--- config.mk ---
export PLATFORM = sky130hd
export DESIGN_NAME = otp_config_bit_store
export DESIGN_NICKNAME = d
export VERILOG_FILES = /design/src/design/otp_config_pkg.sv /design/src/design/otp_config_bit_store.sv
export SDC_FILE = /design/constraint.sdc
export NUM_CORES = 1
export LEC_CHECK = 0
export BUFFER_PORTS_ARGS = -buffer_cell sky130_fd_sc_hd__buf_2
export CORE_MARGIN = 2
export CORE_UTILIZATION = 55
export CTS_CLUSTER_SIZE = 12
export DETAILED_ROUTE_END_ITERATION = 16
export HOLD_SLACK_MARGIN = 0.12
export PLACE_DENSITY_LB_ADDON = 0.12
export SYNTH_ARGS = -nofsm -noshare
export SYNTH_HDL_FRONTEND = slang
export SYNTH_SLANG_ARGS = --single-unit
--- constraint.sdc ---
create_clock -name clk_sys -period 2.5 [get_ports clk_sys]
set_clock_uncertainty 0.2 [all_clocks]
set_input_delay 0.125 -clock clk_sys [delete_from_list [all_inputs] [get_ports clk_sys]]
set_output_delay 0.125 -clock clk_sys [all_outputs]
set_load 0.1 [all_outputs]
--- src/design/otp_config_pkg.sv ---
// Constants, register map and command codes of the configuration bit store
// How it works
// - The store holds 56 configuration bits, each a shadow latch paired with a fuse.
// - A temporary write changes only the addressed shadow latch, a permanent write burns the fuse.
// - A burned fuse stays one forever and no command can clear it.
// - Power-on reset and the remote reset command clear every shadow latch.
// - An unburned fuse reads as zero.
// - With the source selector set and the part unlocked the active bits come from the latches, else from the fuses.
// - Each bit is written by one command byte that the store decodes.
// - Once the lock fuse is burned only precharge and remote reset are accepted, latches unusable.
// - Bit 0 is the lock bit; zero allows test and precharge, one is normal and blocks burning.
// - Bit 1 selects the measurement clock range, 4.000MHz band at zero, 8.000MHz band at one.
// - Bit 2 selects the oscillator, crystal at zero, RC at one.
// - Application mode 0 routes watchdog, zero crossing and energy pulses to the pins.
// - Application mode 1 routes the voltage and current bitstreams and the channel flag.
// - Application mode 2 drives the stepper, energy pulses, no-load, tamper and sign pins.
// - Application mode 3 is mode 2 with the LED rate taken from the pulse-constant field.
// - Each parity bit of a record is the odd parity of the seven matching data bits.
package otp_config_pkg;
   localparam int CFG_BITS = 56;
   localparam int REC_DATA = 28;
   localparam int REC_PAR  = 4;
   localparam int BIT_LOCK      = 0;
   localparam int BIT_CLK_RANGE = 1;
   localparam int BIT_OSC_TYPE  = 2;
   localparam int BIT_APP       = 3;
   localparam int BIT_PULSE_K   = 14;
   localparam logic [7:0] REG_CMD       = 8'h00;
   localparam logic [7:0] REG_MODE      = 8'h04;
   localparam logic [7:0] REG_STATUS    = 8'h08;
   localparam logic [7:0] REG_RECORD_LO = 8'h0c;
   localparam logic [7:0] REG_RECORD_HI = 8'h10;
   localparam logic [7:0] REG_SHADOW_LO = 8'h14;
   localparam logic [7:0] REG_SHADOW_HI = 8'h18;
   localparam logic [7:0] REG_FUSE_LO   = 8'h1c;
   localparam logic [7:0] REG_FUSE_HI   = 8'h20;
   localparam logic [1:0] RESP_OKAY   = 2'h0;
   localparam logic [1:0] RESP_SLVERR = 2'h2;
   localparam logic [1:0] OP_SHADOW_CLR = 2'h0;
   localparam logic [1:0] OP_SHADOW_SET = 2'h1;
   localparam logic [1:0] OP_BURN       = 2'h2;
   localparam logic [1:0] OP_SPECIAL    = 2'h3;
   localparam logic [5:0] SPC_PRECHARGE = 6'h00;
   localparam logic [5:0] SPC_REMOTE_RST = 6'h01;
   localparam logic [1:0] APP_PERIPH_WDOG  = 2'h0;
   localparam logic [1:0] APP_PERIPH_SD    = 2'h1;
   localparam logic [1:0] APP_STANDALONE   = 2'h2;
   localparam logic [1:0] APP_STANDALONE_K = 2'h3;
   localparam logic [CFG_BITS-1:0] SHADOW_RESET = '0;
   localparam logic [CFG_BITS-1:0] FUSE_BLANK   = '0;
endpackage

--- src/design/otp_config_bit_store.sv ---
// Configuration bit store: shadow latches, fuses, source selection and pin routing
`timescale 1ns/1ps
module otp_config_bit_store (
   input  wire logic                                clk_sys,
   input  wire logic                                reset_n,
   input  wire logic [7:0]                          s_axi_awaddr,
   input  wire logic                                s_axi_awvalid,
   output logic                                     s_axi_awready,
   input  wire logic [31:0]                         s_axi_wdata,
   input  wire logic [3:0]                          s_axi_wstrb,
   input  wire logic                                s_axi_wvalid,
   output logic                                     s_axi_wready,
   output logic [1:0]                               s_axi_bresp,
   output logic                                     s_axi_bvalid,
   input  wire logic                                s_axi_bready,
   input  wire logic [7:0]                          s_axi_araddr,
   input  wire logic                                s_axi_arvalid,
   output logic                                     s_axi_arready,
   output logic [31:0]                              s_axi_rdata,
   output logic [1:0]                               s_axi_rresp,
   output logic                                     s_axi_rvalid,
   input  wire logic                                s_axi_rready,
   input  wire logic                                watchdog_pulse,
   input  wire logic                                zero_cross_signal,
   input  wire logic                                sd_voltage_stream,
   input  wire logic                                sd_current_stream,
   input  wire logic                                current_channel_flag,
   input  wire logic                                stepper_pos,
   input  wire logic                                stepper_neg,
   input  wire logic                                energy_pulse,
   input  wire logic                                energy_pulse_scaled,
   input  wire logic                                noload_flag,
   input  wire logic                                tamper_flag,
   input  wire logic                                negative_power_flag,
   output logic [otp_config_pkg::CFG_BITS-1:0]      active_config,
   output logic                                     otp_lock_bit,
   output logic                                     clock_range_select,
   output logic                                     oscillator_type_select,
   output logic [1:0]                               application_mode_select,
   output logic [1:0]                               pulse_constant_select,
   output logic                                     otp_precharge,
   output logic                                     motor_drive_positive,
   output logic                                     motor_drive_negative,
   output logic                                     led_out,
   output logic                                     clock_noload_pin,
   output logic                                     clock_noload_pin_oe,
   output logic                                     data_tamper_pin,
   output logic                                     data_tamper_pin_oe,
   output logic                                     sync_direction_pin,
   output logic                                     sync_direction_pin_oe
);
   import otp_config_pkg::*;

   // Parity nibble on top of 28 data bits
   function automatic logic [31:0] make_record(input logic [REC_DATA-1:0] d);
      logic [REC_PAR-1:0] p;
      p = '0;
      for (int i = 0; i < REC_PAR; i++) begin
         p[i] = 1'b1;
         for (int k = 0; k < 7; k++) begin
            p[i] = p[i] ^ d[4*k+i];
         end
      end
      return {p, d};
   endfunction

   logic [CFG_BITS-1:0] shadow_q;
   logic [CFG_BITS-1:0] fuse_q;
   logic [CFG_BITS-1:0] active_q;
   logic                mode_src_q;
   logic                cmd_rejected_q;
   logic                precharge_q;
   logic                lock_q;
   logic                aw_full_q;
   logic                w_full_q;
   logic [7:0]          awaddr_q;
   logic [31:0]         wdata_q;
   logic [3:0]          wstrb_q;
   logic                awready_q;
   logic                wready_q;
   logic                bvalid_q;
   logic [1:0]          bresp_q;
   logic                arready_q;
   logic                rvalid_q;
   logic [31:0]         rdata_q;
   logic [1:0]          rresp_q;
   logic                pos_q;
   logic                neg_q;
   logic                led_q;
   logic                ncl_q;
   logic                ncl_oe_q;
   logic                sdat_q;
   logic                sdat_oe_q;
   logic                sgn_q;
   logic                sgn_oe_q;

   logic       wr_exec;
   logic       cmd_wr;
   logic       mode_wr;
   logic [1:0] cmd_op;
   logic [5:0] cmd_addr;
   logic       addr_ok;
   logic       remote_rst;
   logic       cmd_accept;
   logic       src_latches;
   logic       wr_mapped;
   logic [1:0] app;

   assign wr_exec    = aw_full_q && w_full_q && !bvalid_q;
   assign cmd_wr     = wr_exec && awaddr_q == REG_CMD && wstrb_q[0];
   assign mode_wr    = wr_exec && awaddr_q == REG_MODE && wstrb_q[0];
   assign cmd_op     = wdata_q[7:6];
   assign cmd_addr   = wdata_q[5:0];
   assign addr_ok    = cmd_addr < 6'(CFG_BITS);
   // Locked part takes only the two special commands
   assign cmd_accept = cmd_wr && (cmd_op == OP_SPECIAL ? (cmd_addr == SPC_PRECHARGE ||
                       cmd_addr == SPC_REMOTE_RST) : (addr_ok && !lock_q));
   assign remote_rst = cmd_accept && cmd_op == OP_SPECIAL && cmd_addr == SPC_REMOTE_RST;
   assign src_latches = mode_src_q && !lock_q;
   assign wr_mapped  = awaddr_q <= REG_FUSE_HI && awaddr_q[1:0] == 2'h0;
   assign app        = active_q[BIT_APP +: 2];

   // AXI4-Lite write channels, address and data taken in either order
   always_ff @(posedge clk_sys or negedge reset_n) begin
      if (!reset_n) begin
         aw_full_q <= 1'b0;
         w_full_q  <= 1'b0;
         awaddr_q  <= '0;
         wdata_q   <= '0;
         wstrb_q   <= '0;
         awready_q <= 1'b1;
         wready_q  <= 1'b1;
         bvalid_q  <= 1'b0;
         bresp_q   <= RESP_OKAY;
      end else begin
         if (s_axi_awvalid && awready_q) begin
            aw_full_q <= 1'b1;
            awaddr_q  <= s_axi_awaddr;
            awready_q <= 1'b0;
         end
         if (s_axi_wvalid && wready_q) begin
            w_full_q <= 1'b1;
            wdata_q  <= s_axi_wdata;
            wstrb_q  <= s_axi_wstrb;
            wready_q <= 1'b0;
         end
         if (wr_exec) begin
            aw_full_q <= 1'b0;
            w_full_q  <= 1'b0;
            bvalid_q  <= 1'b1;
            bresp_q   <= wr_mapped ? RESP_OKAY : RESP_SLVERR;
         end
         if (bvalid_q && s_axi_bready) begin
            bvalid_q  <= 1'b0;
            awready_q <= 1'b1;
            wready_q  <= 1'b1;
         end
      end
   end

   // AXI4-Lite read channel, one cycle to the answer
   always_ff @(posedge clk_sys or negedge reset_n) begin
      if (!reset_n) begin
         arready_q <= 1'b1;
         rvalid_q  <= 1'b0;
         rdata_q   <= '0;
         rresp_q   <= RESP_OKAY;
      end else if (s_axi_arvalid && arready_q) begin
         arready_q <= 1'b0;
         rvalid_q  <= 1'b1;
         rresp_q   <= RESP_OKAY;
         unique case (s_axi_araddr)
            REG_CMD:       rdata_q <= '0;
            REG_MODE:      rdata_q <= {31'h0, mode_src_q};
            REG_STATUS:    rdata_q <= {22'h0, app, 5'h0, precharge_q, cmd_rejected_q, lock_q};
            REG_RECORD_LO: rdata_q <= make_record(active_q[REC_DATA-1:0]);
            REG_RECORD_HI: rdata_q <= make_record(active_q[CFG_BITS-1:REC_DATA]);
            REG_SHADOW_LO: rdata_q <= shadow_q[31:0];
            REG_SHADOW_HI: rdata_q <= {8'h0, shadow_q[CFG_BITS-1:32]};
            REG_FUSE_LO:   rdata_q <= fuse_q[31:0];
            REG_FUSE_HI:   rdata_q <= {8'h0, fuse_q[CFG_BITS-1:32]};
            default: begin
               rdata_q <= '0;
               rresp_q <= RESP_SLVERR;
            end
         endcase
      end else if (rvalid_q && s_axi_rready) begin
         rvalid_q  <= 1'b0;
         arready_q <= 1'b1;
      end
   end

   // Shadow latches, cleared by either reset
   always_ff @(posedge clk_sys or negedge reset_n) begin
      if (!reset_n) begin
         shadow_q <= SHADOW_RESET;
      end else if (remote_rst) begin
         shadow_q <= SHADOW_RESET;
      end else if (cmd_accept && (cmd_op == OP_SHADOW_SET || cmd_op == OP_SHADOW_CLR)) begin
         shadow_q[cmd_addr] <= cmd_op == OP_SHADOW_SET;
      end
   end

   // Fuses only ever gain ones; reset_n stands for first power-up only
   always_ff @(posedge clk_sys or negedge reset_n) begin
      if (!reset_n) begin
         fuse_q <= FUSE_BLANK;
      end else if (cmd_accept && cmd_op == OP_BURN) begin
         fuse_q[cmd_addr] <= 1'b1;
      end
   end

   // Lock comes from the fuse so that latches cannot unlock the part
   always_ff @(posedge clk_sys or negedge reset_n) begin
      if (!reset_n) begin
         lock_q <= 1'b0;
      end else begin
         lock_q <= fuse_q[BIT_LOCK];
      end
   end

   // Source selector and command status
   always_ff @(posedge clk_sys or negedge reset_n) begin
      if (!reset_n) begin
         mode_src_q     <= 1'b0;
         cmd_rejected_q <= 1'b0;
         precharge_q    <= 1'b0;
      end else begin
         if (remote_rst) begin
            mode_src_q <= 1'b0;
         end else if (mode_wr && !lock_q) begin
            mode_src_q <= wdata_q[0];
         end
         if (cmd_wr) begin
            cmd_rejected_q <= !cmd_accept;
         end
         precharge_q <= cmd_accept && cmd_op == OP_SPECIAL && cmd_addr == SPC_PRECHARGE;
      end
   end

   // One registered vector so users never see a half-switched source
   always_ff @(posedge clk_sys or negedge reset_n) begin
      if (!reset_n) begin
         active_q <= FUSE_BLANK;
      end else begin
         active_q <= src_latches ? shadow_q : fuse_q;
      end
   end

   // Pin routing by application mode; SPI pins float in peripheral modes
   always_ff @(posedge clk_sys or negedge reset_n) begin
      if (!reset_n) begin
         pos_q     <= 1'b0;
         neg_q     <= 1'b0;
         led_q     <= 1'b0;
         ncl_q     <= 1'b0;
         ncl_oe_q  <= 1'b0;
         sdat_q    <= 1'b0;
         sdat_oe_q <= 1'b0;
         sgn_q     <= 1'b0;
         sgn_oe_q  <= 1'b0;
      end else begin
         ncl_q     <= noload_flag;
         sdat_q    <= tamper_flag;
         sgn_q     <= negative_power_flag;
         ncl_oe_q  <= app[1];
         sdat_oe_q <= app[1];
         sgn_oe_q  <= app[1];
         unique case (app)
            APP_PERIPH_WDOG: begin
               pos_q <= zero_cross_signal;
               neg_q <= watchdog_pulse;
               led_q <= energy_pulse;
            end
            APP_PERIPH_SD: begin
               pos_q <= sd_voltage_stream;
               neg_q <= sd_current_stream;
               led_q <= current_channel_flag;
            end
            APP_STANDALONE: begin
               pos_q <= stepper_pos;
               neg_q <= stepper_neg;
               led_q <= energy_pulse;
            end
            APP_STANDALONE_K: begin
               pos_q <= stepper_pos;
               neg_q <= stepper_neg;
               led_q <= energy_pulse_scaled;
            end
         endcase
      end
   end

   assign s_axi_awready           = awready_q;
   assign s_axi_wready            = wready_q;
   assign s_axi_bvalid            = bvalid_q;
   assign s_axi_bresp             = bresp_q;
   assign s_axi_arready           = arready_q;
   assign s_axi_rvalid            = rvalid_q;
   assign s_axi_rdata             = rdata_q;
   assign s_axi_rresp             = rresp_q;
   assign active_config           = active_q;
   assign otp_lock_bit            = lock_q;
   assign clock_range_select      = active_q[BIT_CLK_RANGE];
   assign oscillator_type_select  = active_q[BIT_OSC_TYPE];
   assign application_mode_select = app;
   assign pulse_constant_select   = active_q[BIT_PULSE_K +: 2];
   assign otp_precharge           = precharge_q;
   assign motor_drive_positive    = pos_q;
   assign motor_drive_negative    = neg_q;
   assign led_out                 = led_q;
   assign clock_noload_pin        = ncl_q;
   assign clock_noload_pin_oe     = ncl_oe_q;
   assign data_tamper_pin         = sdat_q;
   assign data_tamper_pin_oe      = sdat_oe_q;
   assign sync_direction_pin      = sgn_q;
   assign sync_direction_pin_oe   = sgn_oe_q;
endmodule

* Word level (Yosys, flattened, before mapping)
Cells that the tools add are included.
** Word-level totals
- Logic and storage cells :: 177
- Output and inout port bits :: 114
- Bits of input ports :: 71
- Register bits after elaboration :: 239
** Cells by class
- Magnitude comparators :: 4
- Reductions and logical operators :: 44
- Bitwise gates (word level) :: 57
- Eq/ne operators :: 16
- Multiplexer cells :: 29
** Operator list (number)
- 32-bit one-hot mux with 8 select lines :: 1
- 56-bit two-way mux :: 3
- 56-bit bitwise mux :: 1
- 56-bit bitwise OR :: 1
- 1-bit bitwise XOR :: 48
- 8-bit by 5-bit equality test with 1-bit output (second input constant) :: 4
- 1-bit logical AND :: 22
- 1-bit two-way mux :: 18
- 8-bit by 3-bit equality test with 1-bit output (second input constant) :: 2
- 8-bit by 4-bit equality test with 1-bit output (second input constant) :: 2
- 8-bit zero test :: 2
- 2-bit nonzero test :: 8
- 1-bit one-hot mux with 3 select lines :: 3
- 9-bit OR reduction :: 1
- 2-bit equality test (second input constant) :: 4
- 8-bit by 6-bit equality test with 1-bit output (second input constant) :: 1
- 8-bit by 6-bit <= comparator with 1-bit output (second input constant) :: 1
- 1-bit inverter :: 8
- 6-bit by 7-bit less-than comparator with 1-bit output (second input constant) :: 1
- 1-bit demux with 6-bit select :: 1
- 6-bit by 1-bit equality test with 1-bit output (second input constant) :: 1
- 6-bit by 1-bit >= comparator with 1-bit output (second input constant) :: 1
- 2-bit zero test :: 3
- 6-bit zero test :: 1
- 6 further kinds :: 12

* Longest topological paths before layout
- Depth in word-level cells :: 8
- Gate-level depth with buffers :: 9
- Gate-level depth less buffers :: 5

* Worst setup path before layout
No wires, ideal clock.
- Kind :: reg-to-reg
- Start point :: reg bvalid_q (netlist: s_axi_bvalid)
- End point :: reg shadow_q[54]
- Arrival :: 2408 ps
- Library setup time :: 78 ps
- Cell stages (with the launch flop) :: 8
- Clock period less this slack :: 2686 ps
- Setup slack :: -186 ps
- Path buffers :: 2
- Required time :: 2222 ps
- Path through :: dfrtp_1 > and3b_1 > nand4_2 > or2_1 > buf_6 > or4_1 > buf_2 > o21ai_1
** On the way
- Cells in the longest elaborated chain, start to end :: 8
- Elaborated cells on any way between the ends :: 10
- Those cells by class :: mux: 1; reduce/logical: 9
** Ends and longest elaborated chain
- start, declared :: line otp_config_bit_store.sv:81 : logic bvalid_q;
- start signal, assigned :: line otp_config_bit_store.sv:133 : bvalid_q <= 1'b0;
- start signal, assigned :: line otp_config_bit_store.sv:150 : bvalid_q <= 1'b1;
- start signal, assigned :: line otp_config_bit_store.sv:154 : bvalid_q <= 1'b0;
- 1-bit zero test * :: line otp_config_bit_store.sv:109 : assign wr_exec = aw_full_q && w_full_q && !bvalid_q;
- 1-bit logical AND * :: line otp_config_bit_store.sv:109
- 1-bit logical AND * (2 in a row) :: line otp_config_bit_store.sv:110 : assign cmd_wr = wr_exec && awaddr_q == REG_CMD && wstrb_q[0];
- 1-bit logical AND * :: line otp_config_bit_store.sv:116 : assign cmd_accept = cmd_wr && (cmd_op == OP_SPECIAL ? (cmd_addr == SPC_PRECHARGE ||
- 1-bit logical AND (2 in a row) :: line otp_config_bit_store.sv:118 : assign remote_rst = cmd_accept && cmd_op == OP_SPECIAL && cmd_addr == SPC_REMOTE_RST;
- 56-bit two-way mux / 2-bit nonzero test (equally long branches)
- end signal, assigned :: line otp_config_bit_store.sv:196 : shadow_q <= SHADOW_RESET;
- end signal, assigned :: line otp_config_bit_store.sv:198 : shadow_q <= SHADOW_RESET;
- end signal, assigned by index :: line otp_config_bit_store.sv:200 : shadow_q[cmd_addr] <= cmd_op == OP_SHADOW_SET;
- end, declared :: line otp_config_bit_store.sv:67 : logic [CFG_BITS-1:0] shadow_q;
Every way passes the cells marked *; elsewhere a longest branch is shown, timed or not.
A chain may end at the register's enable or synchronous reset.

* Final worst setup path
- Start point :: reg awaddr_q[1]
- End point :: reg fuse_q[12]
** On the way
- Cells in the longest elaborated chain, start to end :: 5
** Ends and longest elaborated chain
- start, declared :: line otp_config_bit_store.sv:76 : logic [7:0] awaddr_q;
- start signal, assigned :: line otp_config_bit_store.sv:138 : awaddr_q <= s_axi_awaddr;
- 8-bit zero test :: line otp_config_bit_store.sv:110
- 1-bit logical AND (2 in a row) :: line otp_config_bit_store.sv:110
- 1-bit logical AND :: line otp_config_bit_store.sv:116
- 1-bit logical AND :: line otp_config_bit_store.sv:208 : end else if (cmd_accept && cmd_op == OP_BURN) begin
- end signal, assigned :: line otp_config_bit_store.sv:207 : fuse_q <= FUSE_BLANK;
- end signal, assigned by index :: line otp_config_bit_store.sv:209 : fuse_q[cmd_addr] <= 1'b1;
- end, declared :: line otp_config_bit_store.sv:68 : logic [CFG_BITS-1:0] fuse_q;
Every way passes these cells.

==> metrics.csv <==
stage;metric;value;unit
run_status;outcome;finished, final reports clean;
route;residual DRC count;0;
yosys;sequential cell area fraction in the yosys report;52.52;%
timing;Fmax;419.0;MHz
cells_and_area;Register Area;5936;sq um
global_route;initial antenna violation count;0;
timing;Slew Limit Fails;0;
global_route;M2 GR Usage;52.08;%
pwr;Pwr Density;727.8;nW/um^2
route;Detailed Route WL;36620;um
worst_setup_path;crit-path max FO;8;
pwr;Pleak;6.787;nW
place;IO buf count;155;
yosys;Yosys reg bits;237;
cells_and_area;most common cell after layout, fill and taps aside;dfrtp_1;
worst_setup_path;crit path DAT;2620;ps
cells_and_area;most frequent cells in the layout;233 x dfrtp_1, 154 x buf_2, 139 x o21ai_0, 115 x mux2_2, 74 x nand2_1;
yosys;Post-synth top flop;dfrtp_1;
yosys;Post-synth ARST share;100.0;%
worst_setup_path;RR Endpoint;fuse_q[12];
clock_tree;worst skew pair latency;520;ps
timing;final hold viol count;0;
timing;RSZ-0062 raised after global routing;no;
cells_and_area;Area growth, synth to finish;24.47;%
route;routed len/inst;23.62;um
timing;worst setup margin;113.3;ps
yosys;Post-Syn Instances;1038;
worst_hold_path;worst hold path type;primary input to register;
clock_tree;Max Root-Sink Buffers;3;
worst_hold_path;cell depth of the worst hold path;3;
floorplanning;Site Rows;52;
floorplanning;Starting Density;56.02;%
timing;Slew HR;48.12;%
global_route;GRT Residual Overflow;0;
worst_hold_path;endpoint of the worst hold path;s_axi_bvalid;
clock_tree;Clk pin slew, worst setup/hold paths;60;ps
yosys;Post-Syn Area;11300;sq um
global_route;met1 usage;46.61;%
route;drt initial violations;1032;
run;count of max-cap constraint violations;0;
global_route;grt met3 use;7.702;%
worst_setup_path;crit path launch type;register;
cells_and_area;n_diodes;0;
cells_and_area;layout cells sized above 1;31.41;%
global_route;all-layer global routing usage;33.86;%
global_route;first-pass GRT wire length;55900;um
floorplanning;I/O pin count;185;
floorplanning;Die Ht;147.3;um
timing;setup_tns;0;ps
cells_and_area;area of the multi-input gates;5031;sq um
route;Initial DRT Pass Iterations;7;
cells_and_area;Final nets;1336;
global_route;largest net degree at the start of global routing;72;
floorplanning;Die W;147.3;um
route;post-route ant nets;0;
worst_setup_path;FF-to-FF setup slack;110;ps
global_route;vias in the first global route;9241;
yosys;Syn Area/Cell;10.89;sq um
cells_and_area;post-route cell area;14060;sq um
timing;min Tclk post-route;2387;ps
place;placed cell area;12730;sq um
timing;final setup vio count;0;
worst_hold_path;Hold Startpoint;s_axi_bready;
timing;Worst-Margin Slew;776.5;ps
clock_tree;clock sinks;237;
worst_setup_path;reg2reg path depth;6;
worst_setup_path;CP endpoint kind;register;
clock_tree;CTS Buf Count;25;
place;dpl hpwl;25270;um
yosys;Unique masters post-synth;60;
route;Vias per Instance;6.208;
floorplanning;area of the core;20170;sq um
pwr;worst vdd ir;0.8735;mV
place;dpl ws;47.27;ps
floorplanning;die area;21710;sq um
pwr;Pwr Total;10.24;mW
clock_tree;CTS Root Cell;clkbuf_16;
worst_setup_path;Crit path required time;2740;ps
worst_setup_path;critical path class;register to register;
route;total number of vias;9622;
global_route;most crowded layer after global routing;met2;
clock_tree;htree depth;1;
yosys;Ys Warns;0;
yosys;Post-synth EDFFs;0;
worst_setup_path;r2r startpoint;awaddr_q[1];
place;global placement routability congestion;0.8856;
clock_tree;TritonCTS clock tree;done;
cells_and_area;filler cell count;1532;
timing;period utilisation layout;95.47;%
registers in the layout (all words and copies together) (netlist names), 8 cells and up:
signal,flops
active_config,56
fuse_q,56
shadow_q,56
s_axi_rdata,32
awaddr_q,8
wdata_q,8
how the worst max path moves through the flow:
stage,start,endpoint,slack (ps),cells past startpoint
floorplan,otp_lock_bit,shadow_q[54],10,7
global placement,awaddr_q[1],shadow_q[55],90,5
detailed placement,awaddr_q[4],shadow_q[54],50,5
CTS,awaddr_q[1],shadow_q[54],40,5
global route,awaddr_q[4],fuse_q[12],0.7,6
finish,awaddr_q[1],fuse_q[12],110,6
power breakdown:
group | switching, mW | leakage, nW | internal [mW]
clock | 1.48 | 0.383 | 2.11
combinational | 1.69 | 3.17 | 0.743
sequential | 0.160 | 3.24 | 4.05
area by class of cell:
class	count	share of cell area, %
Sequential cell	237	42.20
Multi-Input combinational cell	713	35.77
Timing Repair Buffer	280	13.88
Clock buffer	39	5.249
Tap cell	270	2.402
Clock inverter	3	0.2847
Inverter	8	0.2135
Yosys cell counts (10+ instances only):
library cell / number / area (sq um)
a21o_1: 32 / 240.2
a21oi_1: 61 / 305.3
a222oi_1: 18 / 180.2
a32o_1: 16 / 160.2
buf_1: 16 / 60.06
buf_4: 10 / 75.07
clkbuf_1: 48 / 180.2
dfrtp_1: 234 / 5856
mux2_2: 115 / 1295
mux2i_1: 13 / 130.1
nand2_1: 74 / 277.8
nor2_1: 41 / 153.9
nor2b_1: 11 / 68.82
nor3_1: 18 / 90.09
o21ai_0: 139 / 695.7
o21ai_1: 10 / 50.05
o21bai_1: 23 / 172.7
xnor2_1: 40 / 350.3
repair_timing:
| item | CTS | global route |
|---|---|---|
| hold buffers | 52 | 0 |
| endpoints found under the setup margin | 0 | 11 |
| setup buffers | 0 | 2 |
| resized for setup | 0 | 2 |
| hold endpoints to repair | 300 | 0 |
metrics by stage:
| step | std cells | util, % | hold slack (ps) |
|---|---|---|---|
| after global routing | 1550 | 69.73 | 154.4 |
| final | 1550 | 69.73 | 141.2 |
| after floorplan | 1039 | - | -370.6 |
| after global placement | 1454 | 63.13 | -163.1 |
| after detailed placement | 1454 | 63.13 | -161.7 |
| after CTS | 1548 | 69.62 | 120.2 |
critical path, stage by stage (launching register included):
cell and delay (ps):
dfrtp_1 420, nor4_4 330, nand4_2 170, buf_4 200, nor4_2 350, nand2_1 360, o21bai_1 250
routing by layer:
| metal | part of all wire, % | routed length [um] |
|---|---|---|
| met5 | 0 | 0 |
| met4 | 4.5 | 1639 |
| met3 | 9.7 | 3553 |
| met2 | 45 | 16540 |
| met1 | 41 | 14880 |
cell families (layout without fill, tap and decap cells):
family / Yosys count / after routing / share of synthesized area, %
multiplexers: 130 / 130 / 13.01
flip-flops: 237 / 237 / 52.52
buffers and inverters: 89 / 330 / 3.422
AO/OA/AOI/OAI: 334 / 334 / 18.48
other: 1 / 2 / 0.03319
AND/OR/NAND/NOR: 199 / 199 / 8.814
XOR/XNOR: 48 / 48 / 3.721
(Power assumes the default switching activity.)
